**src/logic/dcbh_pkg.sv**
```systemverilog
`default_nettype none
package dcbh_pkg;
    localparam int CLK_NS            = 25;
    localparam int DATA_W            = 16;
    localparam int LOW_W             = 16;
    localparam int WIN_W             = 4;
    localparam int EXT_W             = 4;
    localparam int ADDR_W            = LOW_W + WIN_W + EXT_W;
    localparam int ADDR_SETUP_NS     = 50;
    localparam int ADDR_SETUP_CYC    = (ADDR_SETUP_NS + CLK_NS - 1) / CLK_NS;
    localparam int CYCLE_NS          = 500;
    localparam int CYCLE_CYC         = (CYCLE_NS + CLK_NS - 1) / CLK_NS;
    localparam int GAP_EXIT          = CYCLE_CYC - ADDR_SETUP_CYC - 2;
    localparam int TRANSFER_ACKNOWLEDGE_MAX_NS       = 350;
    localparam int TRANSFER_ACKNOWLEDGE_MAX_CYC      = TRANSFER_ACKNOWLEDGE_MAX_NS / CLK_NS;
    localparam int ACK_MARGIN_CYC    = 2;
    localparam int RELEASE_NS        = 100;
    localparam int RELEASE_CYC       = (RELEASE_NS + CLK_NS - 1) / CLK_NS;
    localparam int REFRESH_ROW_NS    = 15000;
    localparam int REFRESH_ROW_CYC   = REFRESH_ROW_NS / CLK_NS;
    localparam int REFRESH_PULSE_NS  = 100;
    localparam int REFRESH_PULSE_CYC = (REFRESH_PULSE_NS + CLK_NS - 1) / CLK_NS;
    localparam int INIT_NS           = 1000;
    localparam int INIT_CYC          = (INIT_NS + CLK_NS - 1) / CLK_NS;
    localparam int SINCE_W           = 5;

    typedef enum logic [2:0] {
        ST_IDLE   = 3'h0,
        ST_SETUP  = 3'h1,
        ST_STROBE = 3'h3,
        ST_HOLD   = 3'h2,
        ST_GAP    = 3'h6,
        ST_INIT   = 3'h4
    } dcbh_state_e;
endpackage : dcbh_pkg
`default_nettype wire

```
**src/logic/dcbh_ref_if.sv**
```systemverilog
`timescale 1ns/100ps
`default_nettype none
interface dcbh_ref_if;
    logic en;
    logic req;
    logic grant;
    logic busy;
    logic level;
    modport gen (input en, input grant, output req, output busy, output level);
    modport arb (output en, output grant, input req, input busy, input level);
endinterface : dcbh_ref_if
`default_nettype wire

```
**src/logic/dcbh_refresh.sv**
```systemverilog
`timescale 1ns/100ps
`default_nettype none
module dcbh_refresh #(
    parameter int PERIOD = dcbh_pkg::REFRESH_ROW_CYC,
    parameter int PULSE  = dcbh_pkg::REFRESH_PULSE_CYC
) (
    input  wire logic clk,
    input  wire logic rstn,
    dcbh_ref_if.gen   ref_bus
);
    localparam int CW    = $clog2(PERIOD + 1);
    localparam int PW    = $clog2(PULSE + 1);
    localparam int SLACK = 64;
    localparam int LIMIT = PERIOD + SLACK;

    if (PULSE < 1 || PERIOD < PULSE + 4) begin : g_chk
        $error("refresh period or pulse out of range");
    end

    logic [CW-1:0] tick;
    logic [PW-1:0] pcnt;
    logic          req_q;
    logic          lvl;
    logic [CW:0]   since_pulse;

    wire tick_done = tick == CW'(PERIOD - 1);
    wire pulse_end = lvl && pcnt == PW'(PULSE - 1);

    assign ref_bus.req   = req_q && ref_bus.en;
    assign ref_bus.busy  = lvl;
    assign ref_bus.level = lvl;

    always_ff @(posedge clk or negedge rstn) begin
        if (!rstn) begin
            tick  <= '0;
            req_q <= 1'b0;
        end else begin
            tick <= (!ref_bus.en || tick_done) ? '0 : tick + 1'b1;
            if (ref_bus.en && tick_done) begin
                req_q <= 1'b1;
            end else if (ref_bus.grant || !ref_bus.en) begin
                req_q <= 1'b0;
            end
        end
    end

    always_ff @(posedge clk or negedge rstn) begin
        if (!rstn) begin
            lvl  <= 1'b0;
            pcnt <= '0;
        end else if (ref_bus.grant) begin
            lvl  <= 1'b1;
            pcnt <= '0;
        end else if (lvl) begin
            pcnt <= pcnt + 1'b1;
            lvl  <= !pulse_end;
        end
    end

    // checking aid: cycles since the last refresh pulse while enabled
    always_ff @(posedge clk or negedge rstn) begin
        if (!rstn) begin
            since_pulse <= '0;
        end else if (!ref_bus.en || lvl) begin
            since_pulse <= '0;
        end else if (since_pulse != '1) begin
            since_pulse <= since_pulse + 1'b1;
        end
    end
endmodule : dcbh_refresh
`default_nettype wire

```
**src/logic/dcbh_top.sv**
```systemverilog
`timescale 1ns/100ps
`default_nettype none
module dcbh_top #(
    parameter int ACK_WAIT   = dcbh_pkg::TRANSFER_ACKNOWLEDGE_MAX_CYC + dcbh_pkg::ACK_MARGIN_CYC,
    parameter int INIT_WIDTH = dcbh_pkg::INIT_CYC
) (
    input  wire logic                          CORE_CLK,
    input  wire logic                          RSTN,
    input  wire logic                          HOST_REFRESH_EN,
    input  wire logic                          REQ_VALID,
    output logic                               REQ_READY,
    input  wire logic                          REQ_WRITE,
    input  wire logic                          REQ_BYTE,
    input  wire logic [dcbh_pkg::ADDR_W-1:0]   REQ_ADDR,
    input  wire logic [dcbh_pkg::DATA_W-1:0]   REQ_WDATA,
    output logic                               RSP_VALID,
    output logic [dcbh_pkg::DATA_W-1:0]        RSP_RDATA,
    output logic                               RSP_FAULT,
    output logic [dcbh_pkg::LOW_W-1:0]         BUS_ADDRESS_LOW,
    output logic [dcbh_pkg::WIN_W-1:0]         WINDOW_SELECT_ADDRESS,
    output logic [dcbh_pkg::EXT_W-1:0]         EXTENDED_FIELD_ADDRESS,
    output logic                               READ_COMMAND_STROBE_N,
    output logic                               WRITE_COMMAND_STROBE_N,
    output logic                               UPPER_BYTE_SELECT_N,
    input  wire logic [dcbh_pkg::DATA_W-1:0]   BUS_DATA_LINES_IN,
    output logic [dcbh_pkg::DATA_W-1:0]        BUS_DATA_LINES_OUT,
    output logic [dcbh_pkg::DATA_W-1:0]        BUS_DATA_LINES_OE,
    input  wire logic                          EARLY_ACKNOWLEDGE_N,
    input  wire logic                          TRANSFER_ACKNOWLEDGE_N,
    output logic                               INIT_N,
    output logic                               BUS_DRIVEN_REFRESH
);
    localparam int DW       = dcbh_pkg::DATA_W;
    localparam int HW       = DW / 2;
    localparam int SW       = dcbh_pkg::SINCE_W;
    localparam int INIT_LO  = INIT_WIDTH - 1;
    localparam int ACK_HI   = ACK_WAIT + 1;

    if (ACK_WAIT < dcbh_pkg::TRANSFER_ACKNOWLEDGE_MAX_CYC || ACK_WAIT > 255 || INIT_WIDTH < 2
        || INIT_WIDTH > 255 || dcbh_pkg::CYCLE_CYC >= (1 << SW)) begin : g_chk
        $error("dcbh_top parameter out of range");
    end

    dcbh_ref_if ref_bus ();

    dcbh_refresh u_refresh (
        .clk     (CORE_CLK),
        .rstn    (RSTN),
        .ref_bus (ref_bus.gen)
    );

    dcbh_pkg::dcbh_state_e state;
    logic [7:0]            cnt;
    logic [SW-1:0]         since;
    logic                  cmd;
    logic                  wr_q;
    logic                  byte_q;
    logic                  oe_q;
    logic                  fault_q;
    logic                  rsp_q;
    logic                  init_q;
    logic [dcbh_pkg::ADDR_W-1:0] addr_q;
    logic [DW-1:0]         wdata_q;
    logic [DW-1:0]         rdata_q;

    function automatic logic [DW-1:0] lane_mask(input logic is_byte);
        lane_mask = is_byte ? {{HW{1'b0}}, {HW{1'b1}}} : {DW{1'b1}};
    endfunction

    wire in_idle    = state == dcbh_pkg::ST_IDLE;
    wire ref_hold   = ref_bus.req || ref_bus.busy;
    wire accept     = in_idle && !ref_hold && REQ_VALID;
    wire setup_done = cnt == 8'(dcbh_pkg::ADDR_SETUP_CYC - 1);
    wire transfer_acknowledge_hit   = state == dcbh_pkg::ST_STROBE && !TRANSFER_ACKNOWLEDGE_N;
    wire ack_late   = state == dcbh_pkg::ST_STROBE && cnt == 8'(ACK_WAIT - 1);
    wire released   = EARLY_ACKNOWLEDGE_N && TRANSFER_ACKNOWLEDGE_N;
    wire hold_done  = state == dcbh_pkg::ST_HOLD
                      && (released || cnt == 8'(dcbh_pkg::RELEASE_CYC + dcbh_pkg::ACK_MARGIN_CYC));
    wire gap_done   = since >= SW'(dcbh_pkg::GAP_EXIT);
    wire init_done  = cnt == 8'(INIT_WIDTH);
    wire [DW-1:0] lane_in = BUS_DATA_LINES_IN & lane_mask(byte_q);

    assign ref_bus.en     = HOST_REFRESH_EN;
    assign ref_bus.grant  = in_idle && ref_bus.req && !ref_bus.busy;
    assign REQ_READY      = in_idle && !ref_hold;
    assign RSP_VALID      = rsp_q;
    assign RSP_RDATA      = rdata_q;
    assign RSP_FAULT      = fault_q;
    assign INIT_N         = init_q;
    assign BUS_DRIVEN_REFRESH = ref_bus.level;

    // address split onto low, window and extended lines
    assign BUS_ADDRESS_LOW        = addr_q[dcbh_pkg::LOW_W-1:0];
    assign WINDOW_SELECT_ADDRESS  = addr_q[dcbh_pkg::LOW_W +: dcbh_pkg::WIN_W];
    assign EXTENDED_FIELD_ADDRESS = addr_q[dcbh_pkg::ADDR_W-1 -: dcbh_pkg::EXT_W];
    assign READ_COMMAND_STROBE_N  = !(cmd && !wr_q);
    assign WRITE_COMMAND_STROBE_N = !(cmd && wr_q);
    assign UPPER_BYTE_SELECT_N    = byte_q;
    assign BUS_DATA_LINES_OUT     = wdata_q;
    assign BUS_DATA_LINES_OE      = oe_q ? lane_mask(byte_q) : '0;

    always_ff @(posedge CORE_CLK or negedge RSTN) begin
        if (!RSTN) begin
            state <= dcbh_pkg::ST_INIT;
            cnt   <= '0;
        end else begin
            cnt <= cnt + 1'b1;
            unique case (state)
                dcbh_pkg::ST_INIT: begin
                    if (init_done) begin
                        state <= dcbh_pkg::ST_IDLE;
                    end
                end
                dcbh_pkg::ST_IDLE: begin
                    cnt <= '0;
                    if (accept) begin
                        state <= dcbh_pkg::ST_SETUP;
                    end
                end
                dcbh_pkg::ST_SETUP: begin
                    if (setup_done) begin
                        state <= dcbh_pkg::ST_STROBE;
                        cnt   <= '0;
                    end
                end
                dcbh_pkg::ST_STROBE: begin
                    if (transfer_acknowledge_hit || ack_late) begin
                        state <= dcbh_pkg::ST_HOLD;
                        cnt   <= '0;
                    end
                end
                dcbh_pkg::ST_HOLD: begin
                    if (hold_done) begin
                        state <= dcbh_pkg::ST_GAP;
                    end
                end
                dcbh_pkg::ST_GAP: begin
                    if (gap_done) begin
                        state <= dcbh_pkg::ST_IDLE;
                    end
                end
                default: begin
                    state <= dcbh_pkg::ST_INIT;
                end
            endcase
        end
    end

    always_ff @(posedge CORE_CLK or negedge RSTN) begin
        if (!RSTN) begin
            since <= '1;
        end else if (state == dcbh_pkg::ST_SETUP && setup_done) begin
            since <= '0;
        end else if (since != '1) begin
            since <= since + 1'b1;
        end
    end

    always_ff @(posedge CORE_CLK or negedge RSTN) begin
        if (!RSTN) begin
            addr_q  <= '0;
            wdata_q <= '0;
            wr_q    <= 1'b0;
            byte_q  <= 1'b0;
        end else if (accept) begin
            addr_q  <= REQ_ADDR;
            wdata_q <= REQ_WDATA & lane_mask(REQ_BYTE);
            wr_q    <= REQ_WRITE;
            byte_q  <= REQ_BYTE;
        end
    end

    always_ff @(posedge CORE_CLK or negedge RSTN) begin
        if (!RSTN) begin
            cmd  <= 1'b0;
            oe_q <= 1'b0;
        end else begin
            if (state == dcbh_pkg::ST_SETUP && setup_done) begin
                cmd <= 1'b1;
            end else if (transfer_acknowledge_hit || ack_late) begin
                cmd <= 1'b0;
            end
            if (accept) begin
                oe_q <= REQ_WRITE;
            end else if (hold_done) begin
                oe_q <= 1'b0;
            end
        end
    end

    always_ff @(posedge CORE_CLK or negedge RSTN) begin
        if (!RSTN) begin
            rdata_q <= '0;
            fault_q <= 1'b0;
            rsp_q   <= 1'b0;
            init_q  <= 1'b1;
        end else begin
            rsp_q  <= hold_done;
            init_q <= state != dcbh_pkg::ST_INIT || init_done;
            if (transfer_acknowledge_hit && !wr_q) begin
                rdata_q <= lane_in;
            end
            if (transfer_acknowledge_hit || ack_late) begin
                fault_q <= ack_late && !transfer_acknowledge_hit;
            end
        end
    end
endmodule : dcbh_top
`default_nettype wire

```
**config.mk**
```make
export PLATFORM = sky130hd
export DESIGN_NAME = dcbh_top
export DESIGN_NICKNAME = d
export VERILOG_FILES = /design/src/logic/dcbh_pkg.sv /design/src/logic/dcbh_ref_if.sv /design/src/logic/dcbh_refresh.sv /design/src/logic/dcbh_top.sv
export SDC_FILE = /design/constraint.sdc
export NUM_CORES = 1
export LEC_CHECK = 0
export ABC_AREA = 1
export BUFFER_PORTS_ARGS = -buffer_cell sky130_fd_sc_hd__clkbuf_2
export CAP_MARGIN = 20
export CORE_MARGIN = 3
export CORE_UTILIZATION = 30
export CTS_BUF_LIST = sky130_fd_sc_hd__clkbuf_4 sky130_fd_sc_hd__clkbuf_8
export DETAILED_ROUTE_END_ITERATION = 10
export RECOVER_POWER = 50
export SYNTH_ARGS = -nofsm -noshare
export SYNTH_HDL_FRONTEND = slang
export SYNTH_SLANG_ARGS = --single-unit
```
**constraint.sdc**
```tcl
create_clock -name CORE_CLK -period 3.6 [get_ports CORE_CLK]
set_input_delay 0.72 -clock CORE_CLK [delete_from_list [all_inputs] [get_ports CORE_CLK]]
set_output_delay 0.72 -clock CORE_CLK [all_outputs]
set_load 0.01 [all_outputs]
```
# After elaboration in Yosys (flattened, before gate mapping)
# Cells that the tools add are included.
[word_totals] reg_bits=94 in_bits=64
[op_classes] bitwise=2 magnitude_cmp=1 eq_ne=19 reduce_logical=38 add_sub_neg=4 n_mux=26
[op_table] operator="two-way mux 16 bit" n=3
[op_table] operator="bitwise AND 16 bit" n=2
[op_table] operator="two-way mux 3 bit" n=8
[op_table] operator="one-hot mux 8 bit (3 select lines)" n=1
[op_table] operator="one-hot mux 3 bit (6 select lines)" n=1
[op_table] operator="logical AND 1 bit" n=16
[op_table] operator="two-way mux 8 bit" n=2
[op_table] operator="adder 10 x 1 -> 10 bit (second input constant)" n=1
[op_table] operator="equality test 10 bit (second input constant)" n=1
[op_table] operator="two-way mux 10 bit" n=1
[op_table] operator="two-way mux 5 bit" n=2
[op_table] operator="nonzero test 2 bit" n=5
[op_table] operator="equality test 3 x 2 -> 1 bit (second input constant)" n=3
[op_table] operator="zero test 1 bit" n=9
[op_table] operator="adder 8 x 1 -> 8 bit (second input constant)" n=1
[op_table] operator="equality test 8 x 1 -> 1 bit (second input constant)" n=1
[op_table] operator="equality test 8 x 3 -> 1 bit (second input constant)" n=1
[op_table] operator="equality test 8 x 4 -> 1 bit (second input constant)" n=1
[op_table] operator="equality test 8 x 6 -> 1 bit (second input constant)" n=1
[op_table] operator="two-way mux 1 bit" n=8
[op_table] operator="!= test 2 bit (second input constant)" n=4
[op_table] operator="equality test 3 bit (second input constant)" n=2
[op_table] operator="logical OR 1 bit" n=6
[op_table] operator="AND reduction 6 bit" n=1
[op_table] operator="8 further kinds" n=9

# Logic depth before layout (Yosys ltp)
# Gate-level depths: netlist of run 1.
[depth] depth_word=7 ltp_mapped=10 mapped_depth_nobuf=10

# Modules after synthesis
# A second synthesis of run 1 with hierarchy kept.
[hier_totals] hier_cells=496 area_unflattened_um2=4249.1
[by_module_without_submodules] module="dcbh_top" instances=1 cells_each=399 area_per_inst_um2=3478.3 seq_area_each_um2=1985.7
[by_module_without_submodules] module="dcbh_refresh" instances=1 cells_each=97 area_per_inst_um2=770.7 seq_area_each_um2=375.4

# Worst setup path before layout of run 1
# Ideal clock, no wire load.
[synth_timing] path_kind="input to register" startpoint="input HOST_REFRESH_EN" endpoint="register byte_q, in the netlist UPPER_BYTE_SELECT_N" required_ns=3.481 t_arrival_ns=1.701 path_stages=7 path_buffers=1 setup_slack_ns=1.780 path_cell_list="nand2_1 -> nand2_1 -> nor3_4 -> inv_2 -> or2_0 -> buf_4 -> o21a_1"
[synth_via] elab_chain_len=5
[synth_lines] element="start: declaration" line_no="dcbh_top.sv:9" text="input wire logic HOST_REFRESH_EN,"
[synth_lines] element="logical AND 1 bit" line_no="dcbh_refresh.sv:29" text="assign ref_bus.req = req_q && ref_bus.en;"
[synth_lines] element="logical OR 1 bit" line_no="dcbh_top.sv:71" text="wire ref_hold = ref_bus.req || ref_bus.busy;"
[synth_lines] element="zero test 1 bit" line_no="dcbh_top.sv:72" text="wire accept = in_idle && !ref_hold && REQ_VALID;"
[synth_lines] element="logical AND 1 bit (2 in a row)" line_no="dcbh_top.sv:72"
[synth_lines] element="end signal: assignment" line_no="dcbh_top.sv:164" text="byte_q <= 1'b0;"
[synth_lines] element="end signal: assignment" line_no="dcbh_top.sv:169" text="byte_q <= REQ_BYTE;"
[synth_lines] element="end: declaration" line_no="dcbh_top.sv:57" text="logic byte_q;"
# Every way passes these cells.
# A chain may end at the register's enable or synchronous reset.

# Worst setup path after layout of run 1
[layout_timing] startpoint="register oe_q" endpoint="output BUS_DATA_LINES_OE[15] (netlist name)"
[layout_via] elab_chain_len=1
[layout_lines] element="start: declaration" line_no="dcbh_top.sv:58" text="logic oe_q;"
[layout_lines] element="start signal: assignment" line_no="dcbh_top.sv:176" text="oe_q <= 1'b0;"
[layout_lines] element="start signal: assignment" line_no="dcbh_top.sv:184" text="oe_q <= REQ_WRITE;"
[layout_lines] element="start signal: assignment" line_no="dcbh_top.sv:186" text="oe_q <= 1'b0;"
[layout_lines] element="two-way mux 16 bit" line_no="dcbh_top.sv:100" text="assign BUS_DATA_LINES_OE = oe_q ? lane_mask(byte_q) : '0;"
[layout_lines] element="end: declaration" line_no="dcbh_top.sv:27" text="output logic [dcbh_pkg::DATA_W-1:0] BUS_DATA_LINES_OE,"
# Every way passes these cells.

==> results.md, run 1 <==
- Sequential share of power: 44.9%
- Async set-or-reset flop fraction in the synthesized netlist: 100.0%
- Clock sink count: 94
- Via count: 3541
- Synth cell types: 29
- DR iter-0 viols: 162
- # port buffers: 143
- Power Internal: 2.240 mW
- Static leakage: 2.893 nW
- Pwr dens: 721.9 mW/mm^2
- Dpl hpwl: 7.428 mm
- Fraction of the yosys area taken by sequential cells: 56.28%
- Placeable Area: 0.01345 sq mm
- Syn nets: 564
- TritonCTS buffer count: 9
- # rows: 42
- Worst R2R Start: state[2]$_DFFE_PN1P_
- Min-delay worst type: flop to flop
- Worst EP required: 2.88 ns
- Die area: 0.01544 sq mm
- CTS H-tree lvls: 3
- NetSw: 1.478 mW
- Commonest non-fill, non-tap cell in the layout: nand2_1
- Max transition margin: 10.46%
- # fillers: 1425
- CP max FO: 10
- Minimum clock period: 2.261 ns
- Setup TNS: 0 ns
- Post-Syn Area: 0.004195 sq mm
- RSZ-0062 raised after global routing: false
- Final slew viol count: 0
- TritonCTS clock tree: yes
- Clock skew: 0.01500 ns
- Share of cells above drive strength 1: 26.11%
- Max Cap Viol: 0
- Status: finished, final reports clean
- Period utilization: 62.81%
- Seq. cell area: 0.002361 sq mm
- Synth area leader: dfrtp_1
- Fmax achieved: 0.4423 GHz
- Setup CP Type: flop to output port
- Antenna violations before repair: 0
- First-pass GRT wire length: 16.86 mm
- Setup Viol. Count Final: 0
- ANT nets after route: 0
- Die Wd: 124.3 microns
- Most frequent cells in the layout: 192 x nand2_1, 126 x clkbuf_2, 87 x dfrtp_1, 44 x inv_1, 34 x nor2_1
- CP startpoint kind: flop
- Post-synth top area share: 51.89%
- Number of global-route vias before repair: 3559
- Hold Vio Cnt, Final: 0
- Clk network pwr share: 17.1%
- GRT Resource Usage Total: 13.17%
- Worst hold start: u_refresh.tick[0]$_DFF_PN0_
- EDFF count, synth: 0
- Arrival @ worst endpoint: 1.54 ns
- Antenna diodes: 0
- WL final: 9.730 mm
- Peak supply drop: 0.0002290 V
- Critical path endpoint category: output port
- Yosys warns: 0
- Total gr overflow: 0
- Post-CTS Resized: 0
- DR pass1 iterations: 4
- # DRC: 0
- Yosys reg bits: 94
- Hold Crit Depth: 1
- Comb pwr share: 38.0%
- Root buf cell: clkbuf_8
- I/O Pins: 144
- Nets: 697
- Synth top area cells: dfrtp_1 52%, nand2_1 17%, dfstp_2 4.4%, inv_1 3.8%, nand3_1 3.3%
- Area of the multi-input gates: 0.001501 sq mm
- Wire length per cell: 12.10 microns
- Hold-fix buffers, CTS: 0
- Reg2reg path depth: 7
- End of the worst hold path: u_refresh.tick[0]$_DFF_PN0_
- Slew @ Worst Pin: 1.343 ns
- Clock tree buffer depth: 2
- Largest net degree at the start of global routing: 42
- Flop2flop setup slack: 1.40 ns
- Routed vias/inst: 4.404
- Final Power: 3.718 mW
- Main synth FF type: dfrtp_1
- Setup repair bufs after CTS: 0
- Clock Latency Late Sink: 0.36 ns
- Clk slew on worst S/H paths: 0.08 ns
- Post-Syn Instances: 491
- Sw Share: 39.75%
- Avg Inst Size Synth: 8.544 sq um
- Placer Congestion: 0.8241
- Area added between synthesis and finish: 22.76%
- Initial Utilization: 31.18%
- Die Ht: 124.3 microns
- R2r endpoint: UPPER_BYTE_SELECT_N$_DFFE_PN0P_
==> cells in the mapped netlist (2+ instances only) <==
cell type,instances
nand2_1,192
dfrtp_1,87
inv_1,43
nor2_1,34
nand3_1,28
buf_4,16
nor3_1,13
a21oi_1,11
ha_1,9
o21ai_2,8
clkbuf_1,7
dfstp_2,7
o21ai_0,6
inv_2,4
o21bai_1,4
nor2_2,3
and3_1,2
buf_2,2
nand4_1,2
nor3b_1,2
xnor2_1,2
xor2_1,2
==> critical path, cell delays in order (launching register included) <==
cell,delay (ns)
dfrtp_1,0.54
inv_1,0.07
nor2_1,0.35
clkbuf_2,0.22
==> layout make-up <==
| cell class | instances | area share [%] |
|---|---|---|
| Timing Repair Buffer | 147 | 13.92 |
| Clock inverter | 4 | 0.4373 |
| Sequential cell | 94 | 45.85 |
| Tap cell | 176 | 4.276 |
| Multi-Input combinational cell | 325 | 29.15 |
| Inverter | 47 | 3.426 |
| Clock buffer | 11 | 2.940 |
==> state kept, by name (all words and copies together) (netlist names), 3 cells and up <==
name,flops
BUS_DATA_LINES_OUT,16
RSP_RDATA,16
addr_q,24
cnt,8
since,5
state,3
u_refresh.pcnt,3
u_refresh.tick,10
==> power by group through the flow <==
stage | sequential [mW] | combinational (mW) | clock (mW)
global route | 1.72 | 1.64 | 0.722
finish | 1.67 | 1.41 | 0.636
detailed placement | 1.70 | 1.47 | 0
global placement | 1.68 | 1.43 | 0
CTS | 1.68 | 1.47 | 0.674
floorplan | 1.78 | 0.825 | 0
==> per-layer routing <==
metal | part of all wire (%) | global-route usage (%) | vias up
met5 | 0 | 0 | -
met4 | 1.3 | 5.029 | 0
met3 | 7.6 | 3.902 | 12
met2 | 48 | 21.37 | 100
met1 | 43 | 16.60 | 1656
li1 | - | - | 1773
==> metrics by stage <==
step,cell area (sq um),utilization [%],std cells,hold slack [ns],worst slack [ns]
floorplan,4195,-,491,0.4244,1.780
global placement,5007,37.22,789,0.4477,1.185
detailed placement,5007,37.22,789,0.4607,1.150
CTS,5181,38.51,804,0.2344,1.249
global route,5150,38.28,804,0.4880,0.9609
finish,5150,38.28,804,0.4640,1.339
==> worst max-delay path by stage <==
stage | start | end | slack [ns] | cells past startpoint
6_report | oe_q$_DFFE_PN0P_ | BUS_DATA_LINES_OE[15] | 1.34 | 3
5_1_grt | RSTN | BUS_DATA_LINES_OUT[6]$_DFFE_PN0P_ | 0.96 | 2
4_1_cts | oe_q$_DFFE_PN0P_ | BUS_DATA_LINES_OE[15] | 1.25 | 3
3_5_place_dp | HOST_REFRESH_EN | UPPER_BYTE_SELECT_N$_DFFE_PN0P_ | 1.15 | 8
3_3_place_gp | HOST_REFRESH_EN | UPPER_BYTE_SELECT_N$_DFFE_PN0P_ | 1.18 | 8
2_1_floorplan | HOST_REFRESH_EN | UPPER_BYTE_SELECT_N$_DFFE_PN0P_ | 1.78 | 7
==> logic make-up (layout without fill, tap and decap cells) <==
family          count (synthesis)  in the layout  share of synthesized area, %
compound gates                 33             33                         5.070
xor+xnor                        4              4                        0.8352
fa+ha+maj                       9              9                         2.684
buf+inv                        72            209                         7.933
flops                          94             94                         56.28
simple gates                  279            279                         27.20
No activity file was read; power rests on OpenSTA's default activity.
==> run 2: changes to the inputs <==
--- a/config.mk
+++ b/config.mk
@@ -5,7 +5,7 @@
 export SDC_FILE = /design/constraint.sdc
 export NUM_CORES = 1
 export LEC_CHECK = 0
-export ABC_AREA = 1
+export ABC_AREA = 0
 export BUFFER_PORTS_ARGS = -buffer_cell sky130_fd_sc_hd__clkbuf_2
 export CAP_MARGIN = 20
 export CORE_MARGIN = 3
==> constraint.sdc (replaced) <==
create_clock -name CORE_CLK -period 1.94 [get_ports CORE_CLK]
set_input_delay 0.388 -clock CORE_CLK [delete_from_list [all_inputs] [get_ports CORE_CLK]]
set_output_delay 0.388 -clock CORE_CLK [all_outputs]
set_load 0.01 [all_outputs]
==> run 2 against run 1 <==
Compared with the run above: the flow now finishes with violations (negative setup slack); clock power grew 110%; die area shrank 1.7%; sequential power rose by 96%; clock skew shrank 0.0064 ns; worst setup slack got worse by 1.4 ns; wire length decreased by 7.1%; critical path depth grew 3; sequential cell count is the same; synthesized cell count down 26%; area after synthesis shrank 1.8%; non-clock buffer count up 14; via count shrank 13%; critical endpoint is now cnt[7]$_DFF_PN0_; highest routed layer unchanged.
==> results.md, run 2 <==
- ANT nets after route: 0 (unchanged)
- Die area: 0.01518 sq mm (was 0.01544 sq mm)
- Synth area leader: dfrtp_1 (unchanged)
- Post-placement cell area: 0.005054 sq mm (was 0.005007 sq mm)
- WL final: 9.039 mm (was 9.730 mm)
- Synth top area cells: dfrtp_1 53%, mux2_2 8.2%, nand2_1 6.0%, dfstp_2 4.5%, buf_4 2.7% (was dfrtp_1 52%, nand2_1 17%, dfstp_2 4.4%, inv_1 3.8%, nand3_1 3.3%)
- Final hold slack: 0.2224 ns (was 0.4640 ns)
- Max Cap Viol: 0 (unchanged)
- Slew @ Worst Pin: 0.8108 ns (was 1.343 ns)
- GRT Resource Usage Total: 12.15% (was 13.17%)
- Post-synthesis mux area share: 10.05% (was 0%)
- Synth top cells by count: 87 x dfrtp_1, 66 x nand2_1, 30 x mux2_2, 30 x nor2_1, 15 x buf_4 (was 192 x nand2_1, 87 x dfrtp_1, 43 x inv_1)
- Main synth FF type: dfrtp_1 (unchanged)
- CP max FO: 8 (was 10)
- Pwr dens: 1426 mW/mm^2 (was 721.9 mW/mm^2)
- Status: complete, but fails checks (was finished, final reports clean)
- Min-delay worst type: input port to flop (was flop to flop)
- Fraction of the yosys area taken by sequential cells: 57.29% (was 56.28%)
- # rows: 42 (unchanged)
- Synth Area in Simple Gates: 17.61% (was 27.20%)
- Flop2flop setup slack: -0.03 ns (was 1.40 ns)
- EDFF count, synth: 0 (unchanged)
- Setup TNS: -0.1899 ns (was 0 ns)
- TritonCTS clock tree: yes (unchanged)
- Compound-Gate Fraction of Synth Area: 4.493% (was 5.070%)
- Worst hold start: BUS_DATA_LINES_IN[3] (was u_refresh.tick[0]$_DFF_PN0_)
- CP startpoint kind: flop (unchanged)
- Max reg flops: 24 (unchanged)
- # port buffers: 143 (unchanged)
- Dpl hpwl: 6.717 mm (was 7.428 mm)
- Failing checks: negative setup slack
- CP max-delay cell: dfrtp_1 (unchanged)
- Largest family of logic cells by synthesized area: simple AND/OR/NAND/NOR gates (unchanged)
- Max transition margin: 45.95% (was 10.46%)
- Critical path endpoint category: flop (was output port)
- Antenna diodes: 0 (unchanged)
- Static leakage: 2.559 nW (was 2.893 nW)
- Max incr delay on CP: 0.42 ns (was 0.54 ns)
- # fillers: 1383 (was 1425)
- Share of cells above drive strength 1: 32.30% (was 26.11%)
- TritonCTS buffer count: 9 (unchanged)
- Die Wd: 123.2 microns (was 124.3 microns)
- Final slew viol count: 0 (unchanged)
- Worst EP required: 2.19 ns (was 2.88 ns)
- Setup Viol. Count Final: 8 (was 0)
- Area added between synthesis and finish: 27.32% (was 22.76%)
- Die Ht: 123.2 microns (was 124.3 microns)
- Placeable Area: 0.01335 sq mm (was 0.01345 sq mm)
- Final Cell Area: 0.005248 sq mm (was 0.005150 sq mm)
- Syn nets: 437 (was 564)
- Nets: 585 (was 697)
- Most frequent cells in the layout: 87 x dfrtp_1, 86 x clkbuf_2, 65 x nand2_1, 57 x clkbuf_1, 30 x mux2_2 (was 192 x nand2_1, 126 x clkbuf_2, 87 x dfrtp_1, 44 x inv_1, 34 x nor2_1)
- Biggest register: addr_q (unchanged)
- Clock sink count: 94 (unchanged)
- First-pass GRT wire length: 14.59 mm (was 16.86 mm)
- Crit-path cells: or3_4 > or3_4 > a21bo_1 > a221oi_4 > buf_6 > nor2_2 (was inv_1 > nor2_1 > clkbuf_2)
- Synth Area in Adders: 2.732% (was 2.684%)
- Initial Utilization: 30.88% (was 31.18%)
- Most used cell, CP: or3_4
- I/O Pins: 144 (unchanged)
- Yosys warns: 0 (unchanged)
- Clk slew on worst S/H paths: 0.09 ns (was 0.08 ns)
- Setup WS pre-CTS: -0.03970 ns (was 1.150 ns)
- Arrival @ worst endpoint: 2.22 ns (was 1.54 ns)
- Number of global-route vias before repair: 3028 (was 3559)
- # DRC: 0 (unchanged)
- Avg Inst Size Synth: 11.32 sq um (was 8.544 sq um)
- Synth cell types: 40 (was 29)
- Post-synth top area share: 52.82% (was 51.89%)
- Placer Congestion: 0.7649 (was 0.8241)
- Minimum clock period: 1.971 ns
- XOR/XNOR Fraction of Synth Area: 3.613% (was 0.8351%)
- Placed instance count: 674 (was 789)
- RSZ-0062 raised after global routing: true (was false)
- Total gr overflow: 0 (unchanged)
- Commonest non-fill, non-tap cell in the layout: dfrtp_1 (was nand2_1)
- Most used routing layer: met2 (unchanged)
- Worst setup path startpoint: cnt[6]$_DFF_PN0_ (was oe_q$_DFFE_PN0P_)
- Slack of the critical path: -0.03056 ns (was 1.339 ns)
- Hold Vio Cnt, Final: 0 (unchanged)
- Period utilization: 101.6%
- M2 GR Usage: 19.95% (was 21.37%)
- Worst R2R Start: cnt[6]$_DFF_PN0_ (was state[2]$_DFFE_PN1P_)
- CTS H-tree lvls: 3 (unchanged)
- Wire length per cell: 13.04 microns (was 12.10 microns)
- Post-Syn Instances: 364 (was 491)
- Largest net degree at the start of global routing: 52 (was 42)
- DR pass1 iterations: 4 (unchanged)
- Post-route insts no fill: 693 (was 804)
- Routed vias/inst: 4.429 (was 4.404)
- Clock tree buffer depth: 2 (unchanged)
- Peak supply drop: 0.0005197 V (was 0.0002290 V)
- Yosys reg bits: 94 (unchanged)
- Met3 Usage GRT: 2.882% (was 3.902%)
- Via count: 3069 (was 3541)
- Antenna violations before repair: 0 (unchanged)
- Clock Latency Late Sink: 0.36 ns (about the same)
- Clock skew: 0.008627 ns (was 0.01500 ns)
- Post-Syn Area: 0.004121 sq mm (was 0.004195 sq mm)
- Fmax achieved: 0.5075 GHz
- Setup CP Type: flop to flop (was flop to output port)
- Root buf cell: clkbuf_8 (unchanged)
- Met1 usage: 15.22% (was 16.60%)
- DR iter-0 viols: 108 (was 162)
- Cell with the most instances after synthesis: dfrtp_1 (was nand2_1)
- Async set-or-reset flop fraction in the synthesized netlist: 100.0% (unchanged)
[run 2: cell types whose count changed after synthesis, sizes merged, moves of 5 or more]
| cell | previous run | this run |
|---|---|---|
| a21oi | 11 | 3 |
| and3 | 2 | 7 |
| inv | 47 | 6 |
| mux2 | 0 | 35 |
| nand2 | 192 | 66 |
| nand2b | 0 | 9 |
| nand3 | 28 | 10 |
| nand3b | 0 | 9 |
| nor2 | 37 | 30 |
| nor2b | 0 | 8 |
| nor3 | 14 | 1 |
| xnor2 | 2 | 7 |
| xor2 | 2 | 10 |
[run 2: worst max-delay path: cells and delay by family (launching register included)]
family	cells	cell delay [ns]
flops	1	0.42
buf+inv	1	0.17
compound gates	2	0.43
simple gates	3	0.84
[run 2: cell type report]
| class | count | area, sq um | share of cell area (%) |
|---|---|---|---|
| Clock buffer | 13 | 166.4 | 3.171 |
| Sequential cell | 94 | 2361 | 44.99 |
| Timing Repair Buffer | 161 | 798.3 | 15.21 |
| Tap cell | 176 | 220.2 | 4.196 |
| Clock inverter | 3 | 42.54 | 0.8107 |
| Inverter | 6 | 22.52 | 0.4292 |
| Multi-Input combinational cell | 240 | 1637 | 31.19 |
[run 2: cells by family (layout without fill, tap and decap cells)]
| kind of cell | Yosys count | count (layout) |
|---|---|---|
| DFF | 94 | 94 |
| muxes | 37 | 37 |
| buffers and inverters | 30 | 183 |
| AOI/OAI and AO/OA | 25 | 25 |
| adders and majority gates | 9 | 9 |
| xor gates and xnor gates | 17 | 17 |
| and+or+nand+nor | 152 | 152 |
[run 2: worst paths after layout]
check,end,depth (start not counted)
worst min register to register,RSP_RDATA[15]$_DFFE_PN0P_,2
max in group asynchronous,since[0]$_DFFE_PN1P_,3
worst min-delay path,RSP_RDATA[3]$_DFFE_PN0P_,3
worst max register to register,cnt[7]$_DFF_PN0_,6
min in group asynchronous,RSP_RDATA[0]$_DFFE_PN0P_,2
worst max-delay path,cnt[7]$_DFF_PN0_,6
[run 2: through the flow]
stage,util (%),power [mW]
CTS,39.78,7.753
global route,39.31,8.131
detailed placement,37.86,6.308
global placement,37.86,6.192
floorplan,-,5.120
finish,39.31,7.484
[run 2: power breakdown]
| group | internal (mW) | total [mW] | leakage, nW | switching [mW] |
|---|---|---|---|---|
| sequential | 2.77 | 3.27 | 1.17 | 0.503 |
| combinational | 1.34 | 2.86 | 1.28 | 1.52 |
| clock | 0.694 | 1.36 | 0.106 | 0.665 |
| total | 4.80 | 7.48 | 2.56 | 2.69 |
[run 2: timing repair]
| item | 4_1_cts | 5_1_grt |
|---|---|---|
| hold buffers | 1 | 0 |
| pin swaps | 1 | 1 |
| gates cloned | 0 | 0 |
| endpoints found under the hold margin | 29 | 0 |
| endpoints found under the setup margin | 18 | 20 |
| resized for setup | 5 | 5 |
| setup buffers | 2 | 0 |
[run 2: layer usage]
metal / vias up / wire length, microns / part of all wire, %
li1: 1496 / - / -
met1: 1466 / 3937 / 44
met2: 96 / 4336 / 48
met3: 11 / 614 / 6.8
met4: 0 / 149 / 1.6
met5: - / 0 / 0
